## src/mrcs_consts.svh

```systemverilog
/*
 Offsets, field positions, reset values and decode constants of the
 midrange and high peripheral chip-select block.
 Assumes it is included by bare name after the package.
*/
`ifndef MRCS_CONSTS_SVH
`define MRCS_CONSTS_SVH

// ------------------------------------------------------------
// Register offsets (printed offsets, 8-bit register address)
// ------------------------------------------------------------
`define MRCS_OFS_MID_BASE   8'ha6
`define MRCS_OFS_AUX_CFG    8'ha8

// ------------------------------------------------------------
// Midrange base register fields
// ------------------------------------------------------------
`define MRCS_MB_BASE_HI     15
`define MRCS_MB_BASE_LO     9
`define MRCS_MB_RDY_BIT     2
`define MRCS_MB_WS_HI       1
`define MRCS_MB_WS_LO       0
`define MRCS_MB_ONES        16'h01f8

// ------------------------------------------------------------
// Auxiliary register fields
// ------------------------------------------------------------
`define MRCS_AX_SIZE_HI     14
`define MRCS_AX_SIZE_LO     8
`define MRCS_AX_SEL_BIT     7
`define MRCS_AX_SPACE_BIT   6
`define MRCS_AX_RDY_BIT     2
`define MRCS_AX_WS_HI       1
`define MRCS_AX_WS_LO       0
`define MRCS_AX_ONES        16'h8038

// ------------------------------------------------------------
// Reset values and decode constants
// ------------------------------------------------------------
`define MRCS_RST_BASE       7'h00
`define MRCS_RST_SIZE       7'h00
`define MRCS_RST_WS         2'h0
`define MRCS_HP5_SLOT       3'h5
`define MRCS_HP6_SLOT       3'h6
`define MRCS_RD_UNMAPPED    16'h0000

`endif

```

## src/mrcs_pkg.sv

```systemverilog
/*
 Types shared by the chip-select block.
 Assumes nothing of its surroundings.
*/
package mrcs_pkg;
	typedef enum logic [1:0] {
		MRCS_WS_IDLE,
		MRCS_WS_COUNT
	} mrcs_ws_state_t;

	typedef enum logic [1:0] {
		MRCS_HP_OFF,
		MRCS_HP_CS,
		MRCS_HP_ADDR
	} mrcs_hp_mode_t;
endpackage

```

## src/mrcs_decode.sv

```systemverilog
/*
 Combinational address decode for the midrange block and the two high
 peripheral selects.
 Assumes address and cycle type are stable while cyc_start is high.
*/
`timescale 1ns/1ps
`default_nettype none
`include "mrcs_consts.svh"

module mrcs_decode
	import mrcs_pkg::*;
(
	// Bus cycle
	input  wire logic [19:0] addr,
	input  wire logic        cyc_mem,
	// Midrange setup
	input  wire logic        mid_en,
	input  wire logic [6:0]  mid_base,
	input  wire logic [6:0]  mid_size,
	// High peripheral setup
	input  wire logic        hp_en,
	input  wire logic [8:0]  hp_base,
	input  wire logic        hp_space_mem,
	// Results
	output logic             mid_hit,
	output logic [1:0]       mid_idx,
	output logic [1:0]       hp_hit
);
	wire [6:0] free_mask;
	wire [6:0] base_diff;
	wire [6:0] idx_lo_bits;
	wire [6:0] idx_hi_bits;
	wire       size_ok;
	wire       space_ok;
	wire       hp_base_ok;

	// Block spans the bits below the one-hot size bit
	assign free_mask = mid_size - 7'h01;
	assign base_diff = (addr[19:13] ^ mid_base) & ~free_mask;
	assign size_ok   = (mid_size != 7'h00) && ((mid_size & free_mask) == 7'h00);

	// Select index sits just above the quarter size, 2K << k
	genvar k;
	generate
		for (k = 0; k < 7; k = k + 1) begin : g_idx
			assign idx_lo_bits[k] = mid_size[k] & addr[11 + k];
			assign idx_hi_bits[k] = mid_size[k] & addr[12 + k];
		end
	endgenerate

	// Memory cycles only, so an I/O-mapped peripheral range may overlap the block
	assign mid_hit    = mid_en && cyc_mem && size_ok && (base_diff == 7'h00);
	assign mid_idx    = {|idx_hi_bits, |idx_lo_bits};

	assign space_ok   = (cyc_mem == hp_space_mem);
	assign hp_base_ok = hp_en && space_ok && (addr[19:11] == hp_base);
	assign hp_hit[0]  = hp_base_ok && (addr[10:8] == `MRCS_HP5_SLOT);
	assign hp_hit[1]  = hp_base_ok && (addr[10:8] == `MRCS_HP6_SLOT);
endmodule

`default_nettype wire

```

## src/mrcs_top.sv

```systemverilog
/*
 Midrange memory and high peripheral chip-select unit: two setup
 registers on a plain register port, address decode, select outputs
 and wait-state sequencing for each external bus cycle.
 Assumes the bus unit pulses cyc_start at the address phase of each
 cycle, holds cyc_addr and cyc_mem there, and starts no new cycle
 before cyc_done. The low peripheral unit supplies its base bits and
 a flag telling that its base register has been written.
*/
`timescale 1ns/1ps
`default_nettype none
`include "mrcs_consts.svh"

// What this block does
// - High peripheral pins are either chip selects or latched a2/a1, chosen by one bit.
// - High peripheral pins stay high and idle after reset until configured.
// - In address mode any auxiliary register access alone activates the pins.
// - One-hot seven-bit size picks 8K to 512K block, split in four selects.
// - Peripheral selects answer memory cycles if space bit set, else I/O cycles.
// - High peripheral ready: ignore external ready when bit set, else wait for it.
// - High peripheral cycles get zero to three wait states from two-bit field.
// - Midrange selects idle until both midrange base and auxiliary registers written.
// - Midrange selects assert with muxed bus timing, one step after address phase.
// - Seven base bits compare to a19..a13; lower thirteen base bits are zero.
// - Midrange block decode does not check upper, lower or memory-mapped peripheral areas.
// - Midrange ready: ignore external ready when bit set, else wait for it.
// - Midrange cycles get zero to three wait states from two-bit field.
// - Midrange block may sit at any multiple of its own size in the one-megabyte memory space.
module mrcs_top
	import mrcs_pkg::*;
(
	// Clock and reset
	input  wire logic        sys_clk,
	input  wire logic        rst,
	// Register port
	input  wire logic [7:0]  reg_addr,
	input  wire logic [15:0] reg_wdata,
	input  wire logic        reg_wr,
	input  wire logic        reg_rd,
	output logic      [15:0] reg_rdata,
	// Bus cycle from the bus unit
	input  wire logic        cyc_start,
	input  wire logic [19:0] cyc_addr,
	input  wire logic        cyc_mem,
	input  wire logic        ext_ready,
	output logic             cyc_done,
	// Low peripheral unit setup
	input  wire logic [8:0]  periph_base_bits,
	input  wire logic        periph_base_written,
	// Select pins, active low
	output logic      [3:0]  midrange_selects_n,
	output logic      [1:0]  high_peripheral_selects_n
);
	// ------------------------------------------------------------
	// Register state
	// ------------------------------------------------------------
	logic [6:0]  mid_base_reg;
	logic        mid_rdy_reg;
	logic [1:0]  mid_ws_reg;
	logic [6:0]  mid_size_reg;
	logic        sel_vs_addr_reg;
	logic        space_mem_reg;
	logic        hp_rdy_reg;
	logic [1:0]  hp_ws_reg;
	logic        mid_written_reg;
	logic        aux_written_reg;
	logic        aux_touched_reg;
	logic [15:0] rdata_reg;
	logic [15:0] rdata_next;

	// ------------------------------------------------------------
	// Register decode
	// ------------------------------------------------------------
	wire hit_mid_base = (reg_addr == `MRCS_OFS_MID_BASE);
	wire hit_aux      = (reg_addr == `MRCS_OFS_AUX_CFG);
	wire wr_mid_base  = reg_wr && hit_mid_base;
	wire wr_aux       = reg_wr && hit_aux;
	wire touch_aux    = (reg_wr || reg_rd) && hit_aux;

	// Reserved positions read back as the ones software must write
	wire [15:0] rd_mid_base = `MRCS_MB_ONES
		| {mid_base_reg, 6'h00, mid_rdy_reg, mid_ws_reg};
	wire [15:0] rd_aux = `MRCS_AX_ONES
		| {1'b0, mid_size_reg, sel_vs_addr_reg, space_mem_reg, 3'h0, hp_rdy_reg, hp_ws_reg};

	assign rdata_next = !reg_rd      ? rdata_reg :
	                    hit_mid_base ? rd_mid_base :
	                    hit_aux      ? rd_aux :
	                                   `MRCS_RD_UNMAPPED;
	assign reg_rdata = rdata_reg;

	always_ff @(posedge sys_clk) begin
		if (rst) begin
			mid_base_reg <= `MRCS_RST_BASE;
			mid_rdy_reg  <= 1'b0;
			mid_ws_reg   <= `MRCS_RST_WS;
		end else if (wr_mid_base) begin
			mid_base_reg <= reg_wdata[`MRCS_MB_BASE_HI:`MRCS_MB_BASE_LO];
			mid_rdy_reg  <= reg_wdata[`MRCS_MB_RDY_BIT];
			mid_ws_reg   <= reg_wdata[`MRCS_MB_WS_HI:`MRCS_MB_WS_LO];
		end
	end

	always_ff @(posedge sys_clk) begin
		if (rst) begin
			mid_size_reg    <= `MRCS_RST_SIZE;
			sel_vs_addr_reg <= 1'b1;
			space_mem_reg   <= 1'b1;
			hp_rdy_reg      <= 1'b0;
			hp_ws_reg       <= `MRCS_RST_WS;
		end else if (wr_aux) begin
			mid_size_reg    <= reg_wdata[`MRCS_AX_SIZE_HI:`MRCS_AX_SIZE_LO];
			sel_vs_addr_reg <= reg_wdata[`MRCS_AX_SEL_BIT];
			space_mem_reg   <= reg_wdata[`MRCS_AX_SPACE_BIT];
			hp_rdy_reg      <= reg_wdata[`MRCS_AX_RDY_BIT];
			hp_ws_reg       <= reg_wdata[`MRCS_AX_WS_HI:`MRCS_AX_WS_LO];
		end
	end

	always_ff @(posedge sys_clk) begin
		if (rst) begin
			mid_written_reg <= 1'b0;
			aux_written_reg <= 1'b0;
			aux_touched_reg <= 1'b0;
			rdata_reg       <= 16'h0000;
		end else begin
			mid_written_reg <= mid_written_reg | wr_mid_base;
			aux_written_reg <= aux_written_reg | wr_aux;
			aux_touched_reg <= aux_touched_reg | touch_aux;
			rdata_reg       <= rdata_next;
		end
	end

	// ------------------------------------------------------------
	// Mode of the high peripheral pins
	// ------------------------------------------------------------
	mrcs_hp_mode_t hp_mode;
	wire mid_en = mid_written_reg && aux_written_reg;

	// Chip-select use also needs the peripheral base; address use does not
	assign hp_mode = (sel_vs_addr_reg && aux_written_reg && periph_base_written) ? MRCS_HP_CS :
	                 (!sel_vs_addr_reg && aux_touched_reg) ? MRCS_HP_ADDR :
	                 MRCS_HP_OFF;

	// ------------------------------------------------------------
	// Decode and cycle sequencing
	// ------------------------------------------------------------
	logic       mid_hit;
	logic [1:0] mid_idx;
	logic [1:0] hp_hit;
	logic       seq_busy;
	logic       busy_reg;
	logic       launch_reg;
	logic [1:0] launch_ws_reg;
	logic       launch_ign_reg;
	logic       cyc_mem_reg;
	logic [3:0] mid_out_reg;
	logic [3:0] mid_out_next;
	logic [1:0] hp_out_reg;
	logic [1:0] hp_out_next;

	mrcs_decode u_decode (
		.addr         (cyc_addr),
		.cyc_mem      (cyc_mem),
		.mid_en       (mid_en),
		.mid_base     (mid_base_reg),
		.mid_size     (mid_size_reg),
		.hp_en        (hp_mode == MRCS_HP_CS),
		.hp_base      (periph_base_bits),
		.hp_space_mem (space_mem_reg),
		.mid_hit      (mid_hit),
		.mid_idx      (mid_idx),
		.hp_hit       (hp_hit)
	);

	// A start that arrives while a cycle is open is dropped
	wire take_start = cyc_start && !busy_reg;
	wire any_hp     = |hp_hit;

	// Unselected cycles finish on their own, with no waits
	wire [1:0] pick_ws  = mid_hit ? mid_ws_reg : any_hp ? hp_ws_reg : 2'h0;
	wire       pick_ign = mid_hit ? mid_rdy_reg : any_hp ? hp_rdy_reg : 1'b1;
	wire [3:0] mid_onehot_n = ~(4'h1 << mid_idx);

	mrcs_wait u_wait (
		.sys_clk    (sys_clk),
		.rst        (rst),
		.start      (launch_reg),
		.ws_in      (launch_ws_reg),
		.rdy_ignore (launch_ign_reg),
		.ext_ready  (ext_ready),
		.busy       (seq_busy),
		.done       (cyc_done)
	);

	// Selects go low one clock after the address phase, with the muxed bus
	assign mid_out_next = !mid_en                ? 4'hf :
	                      (take_start && mid_hit) ? mid_onehot_n :
	                      cyc_done               ? 4'hf :
	                                               mid_out_reg;

	assign hp_out_next = (hp_mode == MRCS_HP_ADDR) ?
	                         (take_start ? {cyc_addr[2], cyc_addr[1]} : hp_out_reg) :
	                     (hp_mode == MRCS_HP_CS) ?
	                         // Idle pins go high, so latched address bits never linger as selects
	                         (take_start ? ~hp_hit :
	                          (cyc_done || !busy_reg) ? 2'b11 : hp_out_reg) :
	                         2'b11;

	always_ff @(posedge sys_clk) begin
		if (rst) begin
			busy_reg       <= 1'b0;
			launch_reg     <= 1'b0;
			launch_ws_reg  <= 2'h0;
			launch_ign_reg <= 1'b1;
			cyc_mem_reg    <= 1'b0;
		end else begin
			busy_reg       <= take_start | (busy_reg & ~cyc_done);
			launch_reg     <= take_start;
			launch_ws_reg  <= take_start ? pick_ws : launch_ws_reg;
			launch_ign_reg <= take_start ? pick_ign : launch_ign_reg;
			cyc_mem_reg    <= take_start ? cyc_mem : cyc_mem_reg;
		end
	end

	always_ff @(posedge sys_clk) begin
		if (rst) begin
			mid_out_reg <= 4'hf;
			hp_out_reg  <= 2'b11;
		end else begin
			mid_out_reg <= mid_out_next;
			hp_out_reg  <= hp_out_next;
		end
	end

	assign midrange_selects_n        = mid_out_reg;
	assign high_peripheral_selects_n = hp_out_reg;

	// ------------------------------------------------------------
	// Checks
	// ------------------------------------------------------------
	// Remembers the expected select pattern for the timing check
	logic [3:0] mid_onehot_reg;
	always_ff @(posedge sys_clk) begin
		mid_onehot_reg <= mid_onehot_n;
	end
endmodule

`default_nettype wire

```

## src/mrcs_wait.sv

```systemverilog
/*
 Wait-state and ready sequencer for one selected bus cycle.
 Assumes start is a one-cycle pulse and never comes while busy.
*/
`timescale 1ns/1ps
`default_nettype none

module mrcs_wait
	import mrcs_pkg::*;
(
	// Clock and reset
	input  wire logic       sys_clk,
	input  wire logic       rst,
	// Cycle control
	input  wire logic       start,
	input  wire logic [1:0] ws_in,
	input  wire logic       rdy_ignore,
	input  wire logic       ext_ready,
	// Status
	output logic            busy,
	output logic            done
);
	mrcs_ws_state_t state_reg;
	mrcs_ws_state_t state_next;
	logic [1:0]     cnt_reg;
	logic [1:0]     cnt_next;
	logic           ign_reg;
	logic           ign_next;

	wire counting = (state_reg == MRCS_WS_COUNT);
	assign busy = counting;
	// Ready is looked at only after the programmed waits are spent
	assign done = counting && (cnt_reg == 2'h0) && (ign_reg || ext_ready);

	always_comb begin
		state_next = state_reg;
		cnt_next   = cnt_reg;
		ign_next   = ign_reg;
		case (state_reg)
			MRCS_WS_IDLE: begin
				if (start) begin
					state_next = MRCS_WS_COUNT;
					cnt_next   = ws_in;
					ign_next   = rdy_ignore;
				end
			end
			MRCS_WS_COUNT: begin
				if (done) begin
					state_next = MRCS_WS_IDLE;
				end else if (cnt_reg != 2'h0) begin
					cnt_next = cnt_reg - 2'h1;
				end
			end
			default: state_next = MRCS_WS_IDLE;
		endcase
	end

	always_ff @(posedge sys_clk) begin
		if (rst) begin
			state_reg <= MRCS_WS_IDLE;
			cnt_reg   <= 2'h0;
			ign_reg   <= 1'b1;
		end else begin
			state_reg <= state_next;
			cnt_reg   <= cnt_next;
			ign_reg   <= ign_next;
		end
	end
endmodule

`default_nettype wire

```

## config.mk

```make
export PLATFORM = sky130hd
export DESIGN_NAME = mrcs_top
export DESIGN_NICKNAME = d
export VERILOG_FILES = /design/src/mrcs_pkg.sv /design/src/mrcs_decode.sv /design/src/mrcs_top.sv /design/src/mrcs_wait.sv
export VERILOG_INCLUDE_DIRS = /design/src /design/src/src
export SDC_FILE = /design/constraint.sdc
export NUM_CORES = 1
export LEC_CHECK = 0
export BUFFER_PORTS_ARGS = -buffer_cell sky130_fd_sc_hd__buf_2
export CAP_MARGIN = 20
export CORE_MARGIN = 5
export CORE_UTILIZATION = 31
export CTS_BUF_LIST = sky130_fd_sc_hd__clkbuf_4 sky130_fd_sc_hd__clkbuf_8 sky130_fd_sc_hd__clkbuf_16
export DETAILED_ROUTE_END_ITERATION = 8
export PLACE_DENSITY = 0.57
export RECOVER_POWER = 50
export SLEW_MARGIN = 20
export SYNTH_ARGS = -nofsm -noshare
export SYNTH_HDL_FRONTEND = slang
export SYNTH_SLANG_ARGS = --single-unit
```

## constraint.sdc

```tcl
create_clock -name sys_clk -period 2.45 [get_ports sys_clk]
set_input_delay 0.49 -clock sys_clk [delete_from_list [all_inputs] [get_ports sys_clk]]
set_output_delay 0.49 -clock sys_clk [all_outputs]
set_load 0.02 [all_outputs]
```

# --- After elaboration in Yosys (flattened, before gate mapping) ---
# Index checks and enable logic that the tools add are counted.
# Widths: inputs -> output; s select.
op_classes:
  addsub: 2
  eq_ne: 15
  shifts: 1
  muxes: 22
  bitwise: 27
  reduce_logical: 40
ops:
  columns: ["cell", "n"]
  rows:
  - ["$mux 16", 2]
  - ["$mux 2", 14]
  - ["$logic_and 1x1->1", 19]
  - ["$eq 8x8->1 const B", 2]
  - ["$and 1x1->1", 15]
  - ["$and 7x7->7", 2]
  - ["$logic_not 7->1", 2]
  - ["$reduce_or 7->1", 2]
  - ["$ne 2x2->1 const B", 5]
  - ["$eq 9x9->1", 1]
  - ["$mux 4", 2]
  - ["$pmux 2 s2", 2]
  - ["$not 7->7", 1]
  - ["$reduce_bool 7->1", 1]
  - ["$sub 7x1->7 const B", 1]
  - ["$xor 7x7->7", 1]
  - ["$eq 3x3->1 const B", 2]
  - ["$reduce_and 2->1", 3]
  - ["$reduce_bool 2->1", 3]
  - ["$eq 2x1->1 const B", 2]
  - ["$logic_not 2->1", 2]
  - ["$not 4->4", 1]
  - ["$or 1x1->1", 4]
  - ["$reduce_and 4->1", 1]
  - ["other kinds (11)", 17]
totals:
  reg_bits: 57
  input_bits: 61

# --- Depth between registers and ports, before layout ---
# Gate-level depths: netlist of the first run.
depth:
  ltp_word: 12
  mapped_depth: 8

# --- Cells and area by module ---
# Synthesis of the first run repeated with hierarchy kept, for this count alone.
unflattened:
  cells_unflattened: 349
  area_unflattened_um2: 3136.8
modules_own_cells:
  columns: ["module", "instances", "cells_per_inst", "area_per_inst_um2", "seq_area_each_um2"]
  rows:
  - ["mrcs_top", 1, 269, 2471.1, 1001.0]
  - ["mrcs_decode", 1, 57, 466.7, 0.0]
  - ["mrcs_wait", 1, 23, 198.9, 80.1]

# --- Worst setup path after synthesis of the first run ---
# OpenSTA, ideal clock, no wires.
synth_path:
  path_type: "flip-flop to flip-flop"
  from: "register mid_size_reg[0]"
  to: "register launch_ws_reg[1]"
  setup_time_ps: 122
  arrival_ps: 2079
  slack_ps: 249
  path_stages_with_launch: 9
  cell_sequence: "dfxtp_1 > inv_1 > ha_1 > inv_1 > ha_1 > a222oi_1 > nand4_2 > o2111a_1 > a311o_1"
synth_between:
  elab_chain_len: 7
  elab_cells_between_ends: 11
  classes_between: "add/sub: 1; mux: 1; bitwise: 3; reduce/logical: 6"
synth_lines:
  columns: ["element", "line", "rtl"]
  rows:
  - ["start: declaration", "mrcs_top.sv:60", "logic [6:0] mid_size_reg;"]
  - ["start signal: assignment", "mrcs_top.sv:106", "mid_size_reg <= `MRCS_RST_SIZE;"]
  - ["start signal: assignment", "mrcs_top.sv:112", "mid_size_reg <= reg_wdata[`MRCS_AX_SIZE_HI:`MRCS_AX_SIZE_LO];"]
  - ["$sub 7x1->7", "mrcs_decode.sv:38", "assign free_mask = mid_size - 7'h01;"]
  - ["$and 7x7->7", "mrcs_decode.sv:40", "assign size_ok = (mid_size != 7'h00) && ((mid_size & free_mask) == 7'h00);"]
  - ["$logic_not 7->1", "mrcs_decode.sv:40", null]
  - ["$logic_and 1x1->1", "mrcs_decode.sv:40", null]
  - ["$logic_and 1x1->1", "mrcs_decode.sv:52", "assign mid_hit = mid_en && cyc_mem && size_ok && (base_diff == 7'h00);"]
  - ["$logic_and 1x1->1 (*)", "mrcs_decode.sv:52", null]
  - ["$mux 2 (*)", "mrcs_top.sv:181", "wire [1:0] pick_ws = mid_hit ? mid_ws_reg : any_hp ? hp_ws_reg : 2'h0;"]
  - ["end signal: assignment", "mrcs_top.sv:220", "launch_ws_reg <= take_start ? pick_ws : launch_ws_reg;"]
  - ["end: declaration", "mrcs_top.sv:154", "logic [1:0] launch_ws_reg;"]
# Mark *: on every way between the ends. The rest lies on a longest branch, timed or not.
# A chain may end at the register's enable or synchronous reset.

# --- Final worst setup path of the first run ---
layout_path:
  from: "register mid_size_reg[1]"
  to: "register launch_ws_reg[1]"
# Same word-level chain as after synthesis.

==> run metrics, run 1 <==
ys flop type=dfxtp_1; DR iter-0 viols=111; clk_lat worst skew=between 0.3 and 0.4 ns; Synth cell types=48; Total GRT Usage=0.141; CP Capture Type=flop; post-synth top area cell=dfxtp_1; hold buffer count at CTS=0; Placed Area=3300 um^2; Startpoint Class=flop; max reg flops=14; most frequent cells in the layout=dfxtp_1, buf_2, nor2_1, nand2_1, a21oi_1; FF-to-FF Start=mid_size_reg[1]$_SDFFE_PP0P_; Via density=5.16; Post-Place Cells=505; final setup fails=0; post-synthesis sequential area ratio=0.389; Final Hold Viols=0; status=finished clean; drt first pass iters=5; TritonCTS Sinks=between 50 and 60; via count=2651; Final Max Slew Viols=0; Post-Place Setup Slack=0.0987 ns; initial antenna violation count=0; met2 usage=0.241; Post-Route WL=between 7000 and 8000 um; antenna viol nets, final=0; Starting Density=0.319; minimum clock period=2.31 ns; Die Ht=105 um; total core area=8720 um^2; post-DP HPWL=6050 um; Mapped Area=2780 um^2; yosys warns=0; Final Cell Area=about 3400 um^2; Clock Tree Buf Depth=2; ratio of cells with drive above 1 in the final layout=0.200; Routability Congestion=0.863; pin count of the biggest net entering global routing=28; chip width=105 um; Mapped Nets=approximately 400; grt ovf=0; Slew HR=0.638; cell row count=34; H-tree depth=2; synth top area cells=dfxtp_1, a21oi_1, xor2_1, nand2_1, nor2_1; Buffers on Ports=74; M1 GR Usage=0.178; crit path kind=flop to flop; most common cell after layout, fill and taps aside=dfxtp_1; Final Non-Filler Cells=514; Hold Path Class=primary input to flop; FMAX=433 MHz; Async SR Flop Fraction=0; Antenna Diode Count=0; Final WS setup=0.138 ns; WL/cell=roughly 15 um; Post-synth EDFFs=0; required time worst endpoint=about 2.7 ns; Final #Nets=475; WP data arrival=roughly 2.5 ns; Root Buffer Master=clkbuf_8; static leakage=1.32 nW; Layout fillers=930; CP startpoint=mid_size_reg[1]$_SDFFE_PP0P_; Top Usage Layer GRT=met2; TritonCTS clock tree=yes; die area=11000 um^2; I/O pins=84; power density cells=~520 nW/um^2; first-pass GRT wire length=roughly 13000 um; worst slew pin tran=0.536 ns; hold slack=roughly 0.42 ns; Clock Skew=0.00857 ns; vias in the first global route=2592; final period utilization=0.944; Layout area overhead=20.9%; peak supply drop=280 uV; # DRC=0; max_cap viols=0; area share of the largest cell type after synthesis=0.389; CTS Buf Count=5; hold path startpoint=reg_wdata[10]; total power=0.00175 W; clock-pin slew on the worst setup and hold paths=0.11 ns; #FFs+latches synth=54; Crit Path Max Fanout=6; Syn Area/Cell=8.39 um^2; GR Layer Usage met3=0.0314; Mapped Cells=331
[through the flow]
| step | util | setup TNS (ns) |
|---|---|---|
| 2_1_floorplan | - | 0 |
| 3_3_place_gp | 0.379 | 0 |
| 3_5_place_dp | 0.379 | 0 |
| 4_1_cts | 0.392 | 0 |
| 5_1_grt | 0.385 | -0.00233 |
| 6_report | 0.385 | 0 |
[where the power goes]
group          internal (W)  switching (W)
clock              0.000312       0.000316
combinational     0.0000802       0.000124
sequential         0.000899      0.0000144
total               0.00129       0.000455
[layout make-up]
cell class              instances  area [um^2]  share of cell area
clock buffers                   5         68.8              0.0205
clock inverters                 3         48.8              0.0145
inverters                      10         37.5              0.0112
multi-input cells             247         1540               0.457
flip-flops and latches         54         1080               0.322
well taps                     108          135              0.0402
repair buffers                 87          450               0.134
[critical path, stage by stage, from the launching register on]
cell and delay, ns:
dfxtp_2 0.36, inv_1 0.10, ha_1 0.20, inv_1 0.05
ha_1 0.27, a222oi_1 0.37, nand4_2 0.25, o2111a_1 0.30
a311o_1 0.30
[cell usage after synthesis (2+ instances only)]
master,count
xor2_1,18
and3_1,3
ha_1,9
a211o_1,2
dfxtp_1,54
a21oi_1,32
buf_4,4
or4_1,5
nor4_1,5
and2b_2,2
clkbuf_1,12
a222oi_1,3
o2bb2ai_1,2
nor2b_1,3
o21ai_0,3
nor2_1,34
nand2b_1,4
a211oi_1,15
o22ai_1,2
mux2i_1,4
nor3_1,7
nand2_1,34
a22oi_1,15
buf_2,3
inv_1,10
nand3_1,24
[what timing repair did]
action	in CTS	in global routing
setup buffers	0	1
gates resized for setup	0	1
setup endpoints to repair	0	3
[metal layers]
metal  vias to the layer above  routed length (um)
met5                         -                   0
met4                         0                 114
met3                        11                 374
met2                        64                3750
met1                      1224                3530
li1                       1352                   -
[worst paths after layout]
kind / endpoint / slack, ns / depth (start not counted)
max: launch_ws_reg[1]$_SDFFE_PP0P_ / 0.14 / 8
min: mid_size_reg[2]$_SDFFE_PP0P_ / 0.42 / 3
max reg2reg: launch_ws_reg[1]$_SDFFE_PP0P_ / 0.14 / 8
min reg2reg: u_wait.ign_reg$_SDFFE_PP1P_ / 0.47 / 1
[cells by family after synthesis]
| logic type | Yosys count | share of synthesized area |
|---|---|---|
| AOI/OAI and AO/OA | 82 | 0.198 |
| DFF | 54 | 0.389 |
| buffers and inverters | 30 | 0.0509 |
| muxes | 4 | 0.0144 |
| adders and majority gates | 9 | 0.0405 |
| and+or+nand+nor | 134 | 0.250 |
| xor gates and xnor gates | 18 | 0.0568 |
(Power assumes the default switching activity.)
==> run 2: changes to the inputs <==
--- a/config.mk
+++ b/config.mk
@@ -12,6 +12,7 @@
 export CORE_UTILIZATION = 31
 export CTS_BUF_LIST = sky130_fd_sc_hd__clkbuf_4 sky130_fd_sc_hd__clkbuf_8 sky130_fd_sc_hd__clkbuf_16
 export DETAILED_ROUTE_END_ITERATION = 8
+export GPL_TIMING_DRIVEN = 0
 export PLACE_DENSITY = 0.57
 export RECOVER_POWER = 50
 export SLEW_MARGIN = 20
==> constraint.sdc (replaced) <==
create_clock -name sys_clk -period 2.45 [get_ports sys_clk]
set_input_delay 0.49 -clock sys_clk [delete_from_list [all_inputs] [get_ports sys_clk]]
set_output_delay 0.49 -clock sys_clk [all_outputs]
set_load 0.1 [all_outputs]
==> run metrics, run 2 (synthesis gave the netlist of run 1 again) <==
status=finished clean; Buffers on Ports=71 (-4.1%); Hold Path Class=primary input to flop; total power=0.00171 W (-2.1%); Layout fillers=940 (+1.1%); Startpoint Class=flop; fraction of power consumed by sequential logic=0.534 (+0.011); worst slew pin tran=1.19 ns (+0.657 ns); Final Max Slew Viols=0 (unchanged); Clock Tree Buf Depth=2 (unchanged); pin count of the biggest net entering global routing=16 (-43%); Post-Route WL=8270 um (+6.4%); peak supply drop=252 uV (-10%); cell row count=34 (unchanged); first-pass GRT wire length=13700 um (+6.9%); I/O pins=84 (unchanged); Slew HR=0.208 (-0.430); worst r2r dst=launch_ws_reg[1]$_SDFFE_PP0P_; CP startpoint=mid_size_reg[0]$_SDFFE_PP0P_; Total GRT Usage=0.151 (+0.0101); ratio of cells with drive above 1 in the final layout=0.178 (-0.0215); Root Buffer Master=clkbuf_8; Pint=0.00119 W (-8.0%); Final #Nets=480 (+1.1%); TritonCTS Sinks=54 (unchanged); crit path capture=launch_ws_reg[1]$_SDFFE_PP0P_; Die Ht=105 um (unchanged); Clock Skew=0.0121 ns (+0.00351 ns); total core area=8720 um^2 (unchanged); initial antenna violation count=0 (unchanged); Via density=5.17 (+0.24%); Crit Path Max Fanout=8 (+2); required time worst endpoint=2.64 ns (-0.02 ns); Top Usage Layer GRT=met2; M1 GR Usage=0.198 (+0.0196); critical path cell sequence=or3_1 > ha_1 > nand2b_1 > nor4_1 > nand4_2 > buf_4 > o2111a_1 > a311o_1; # DRC=0 (unchanged); max_cap viols=0 (unchanged); Net Switching=0.000521 W (+15%); antenna viol nets, final=0 (unchanged); clock share of power=0.292 (-0.068); chip width=105 um (unchanged); max reg flops=14 (unchanged); FF+latch area=1090 um^2 (+0.35%); CP max-delay cell=dfxtp_4; static leakage=1.29 nW (-2.3%); crit path kind=flop to flop; cells on worst reg2reg path=8 (unchanged); WL/cell=16.0 um (+5.6%); minimum clock period=2.36 ns (+0.0522 ns); Routability Congestion=0.867 (+0.44%); Post-Place Cells=510 (+0.99%); Antenna Diode Count=0 (unchanged); drt first pass iters=5 (unchanged); DR iter-0 viols=132 (+19%); vias in the first global route=2734 (+5.5%); met2 usage=0.259 (+0.0186); WP data arrival=2.56 ns (+0.04 ns); final setup fails=0 (unchanged); clk_lat worst skew=0.31 ns (about the same); combinational share of power=0.174 (+0.057); Sw Share=0.305 (+0.0443); Final Hold Viols=0 (unchanged); hold slack=0.434 ns (+0.0119 ns); post-DP HPWL=6590 um (+9.0%); R2R setup slack=0.09 ns (-0.05 ns); H-tree depth=2 (unchanged); GR Layer Usage met3=0.0284 (-0.00308); Crit path largest cell delay=0.39 ns (+0.02 ns); Post-Place Setup Slack=-0.0923 ns (-0.191 ns); Starting Density=0.319 (unchanged); clock-pin slew on the worst setup and hold paths=0.09 ns (-0.02 ns); via count=2678 (+1.0%); multi-input logic area=1550 um^2 (+0.98%); Final Non-Filler Cells=518 (+0.78%); FF-to-FF Start=mid_size_reg[0]$_SDFFE_PP0P_; CP Capture Type=flop; die area=11000 um^2 (unchanged); Final WS setup=0.0860 ns (-0.0522 ns); FMAX=423 MHz (-2.2%); TritonCTS clock tree=yes; Final Util=0.381 (-0.00416); final period utilization=0.965 (+0.0213); power density cells=514 nW/um^2 (-1.1%); grt ovf=0 (unchanged); Layout area overhead=19.6%; most frequent cells in the layout=buf_2, dfxtp_1, clkbuf_1; CTS Buf Count=5 (unchanged)
## run 2: cell types whose count changed in the layout (fill, tap and decap cells not counted), sizes merged
cell    previous run  this run
inv               11        10
clkbuf            28        41
bufinv             1         0
buf               64        57
## run 2: timing repair
action	4_1_cts	5_1_grt
hold buffers	0	0
pin swaps	0	2
setup buffers	0	1
endpoints found under the setup margin	6	6
gates resized for setup	1	3
## run 2: routing by layer
layer | part of all wire | wire length (um)
met4 | 0.0091 | 75
met1 | 0.45 | 3730
met2 | 0.50 | 4110
met3 | 0.043 | 354
met5 | 0 | 0
## run 2: how the worst min path moves through the flow
stage | start | to | depth (start not counted)
final | reg_wdata[15] | mid_base_reg[6]$_SDFFE_PP0P_ | 3
after detailed placement | launch_ign_reg$_SDFFE_PP1P_ | u_wait.ign_reg$_SDFFE_PP1P_ | 1
after global placement | high_peripheral_selects_n[1]$_SDFFE_PP1P_ | high_peripheral_selects_n[1]$_SDFFE_PP1P_ | 2
after CTS | reg_wdata[15] | mid_base_reg[6]$_SDFFE_PP0P_ | 3
after global routing | reg_wdata[15] | mid_base_reg[6]$_SDFFE_PP0P_ | 3
after floorplan | aux_touched_reg$_SDFF_PP0_ | aux_touched_reg$_SDFF_PP0_ | 2
## run 2: critical path, delay by kind of cell, from the launching register on
kind / cells / cell delay (ns)
AOI/OAI and AO/OA: 2 / 0.53
adders and majority gates: 1 / 0.17
buffers and inverters: 1 / 0.19
and+or+nand+nor: 4 / 0.98
DFF: 1 / 0.39
## run 2: area by class of cell
type / instances / area share
Clock inverter: 1 / 0.00226
Buffer: 20 / 0.0282
Multi-Input combinational cell: 247 / 0.467
Clock buffer: 6 / 0.0230
Timing Repair Buffer: 72 / 0.101
Sequential cell: 54 / 0.327
Tap cell: 108 / 0.0407
Inverter: 10 / 0.0113
## run 2: power by group through the flow
stage	registers (W)	clock network [W]	logic [W]
6_report	0.000913	0.000499	0.000297
5_1_grt	0.000917	0.000561	0.000320
4_1_cts	0.000914	0.000512	0.000303
3_5_place_dp	0.000934	0	0.000302
3_3_place_gp	0.000934	0	0.000301
2_1_floorplan	0.00101	0	0.000127
## run 2: metrics by stage
stage | setup TNS (ns) | cell area, um^2
3_3_place_gp | -0.946 | 3270
6_report | 0 | 3320
2_1_floorplan | 0 | 2780
3_5_place_dp | -1.23 | 3270
5_1_grt | -0.0444 | 3320
4_1_cts | 0 | 3350
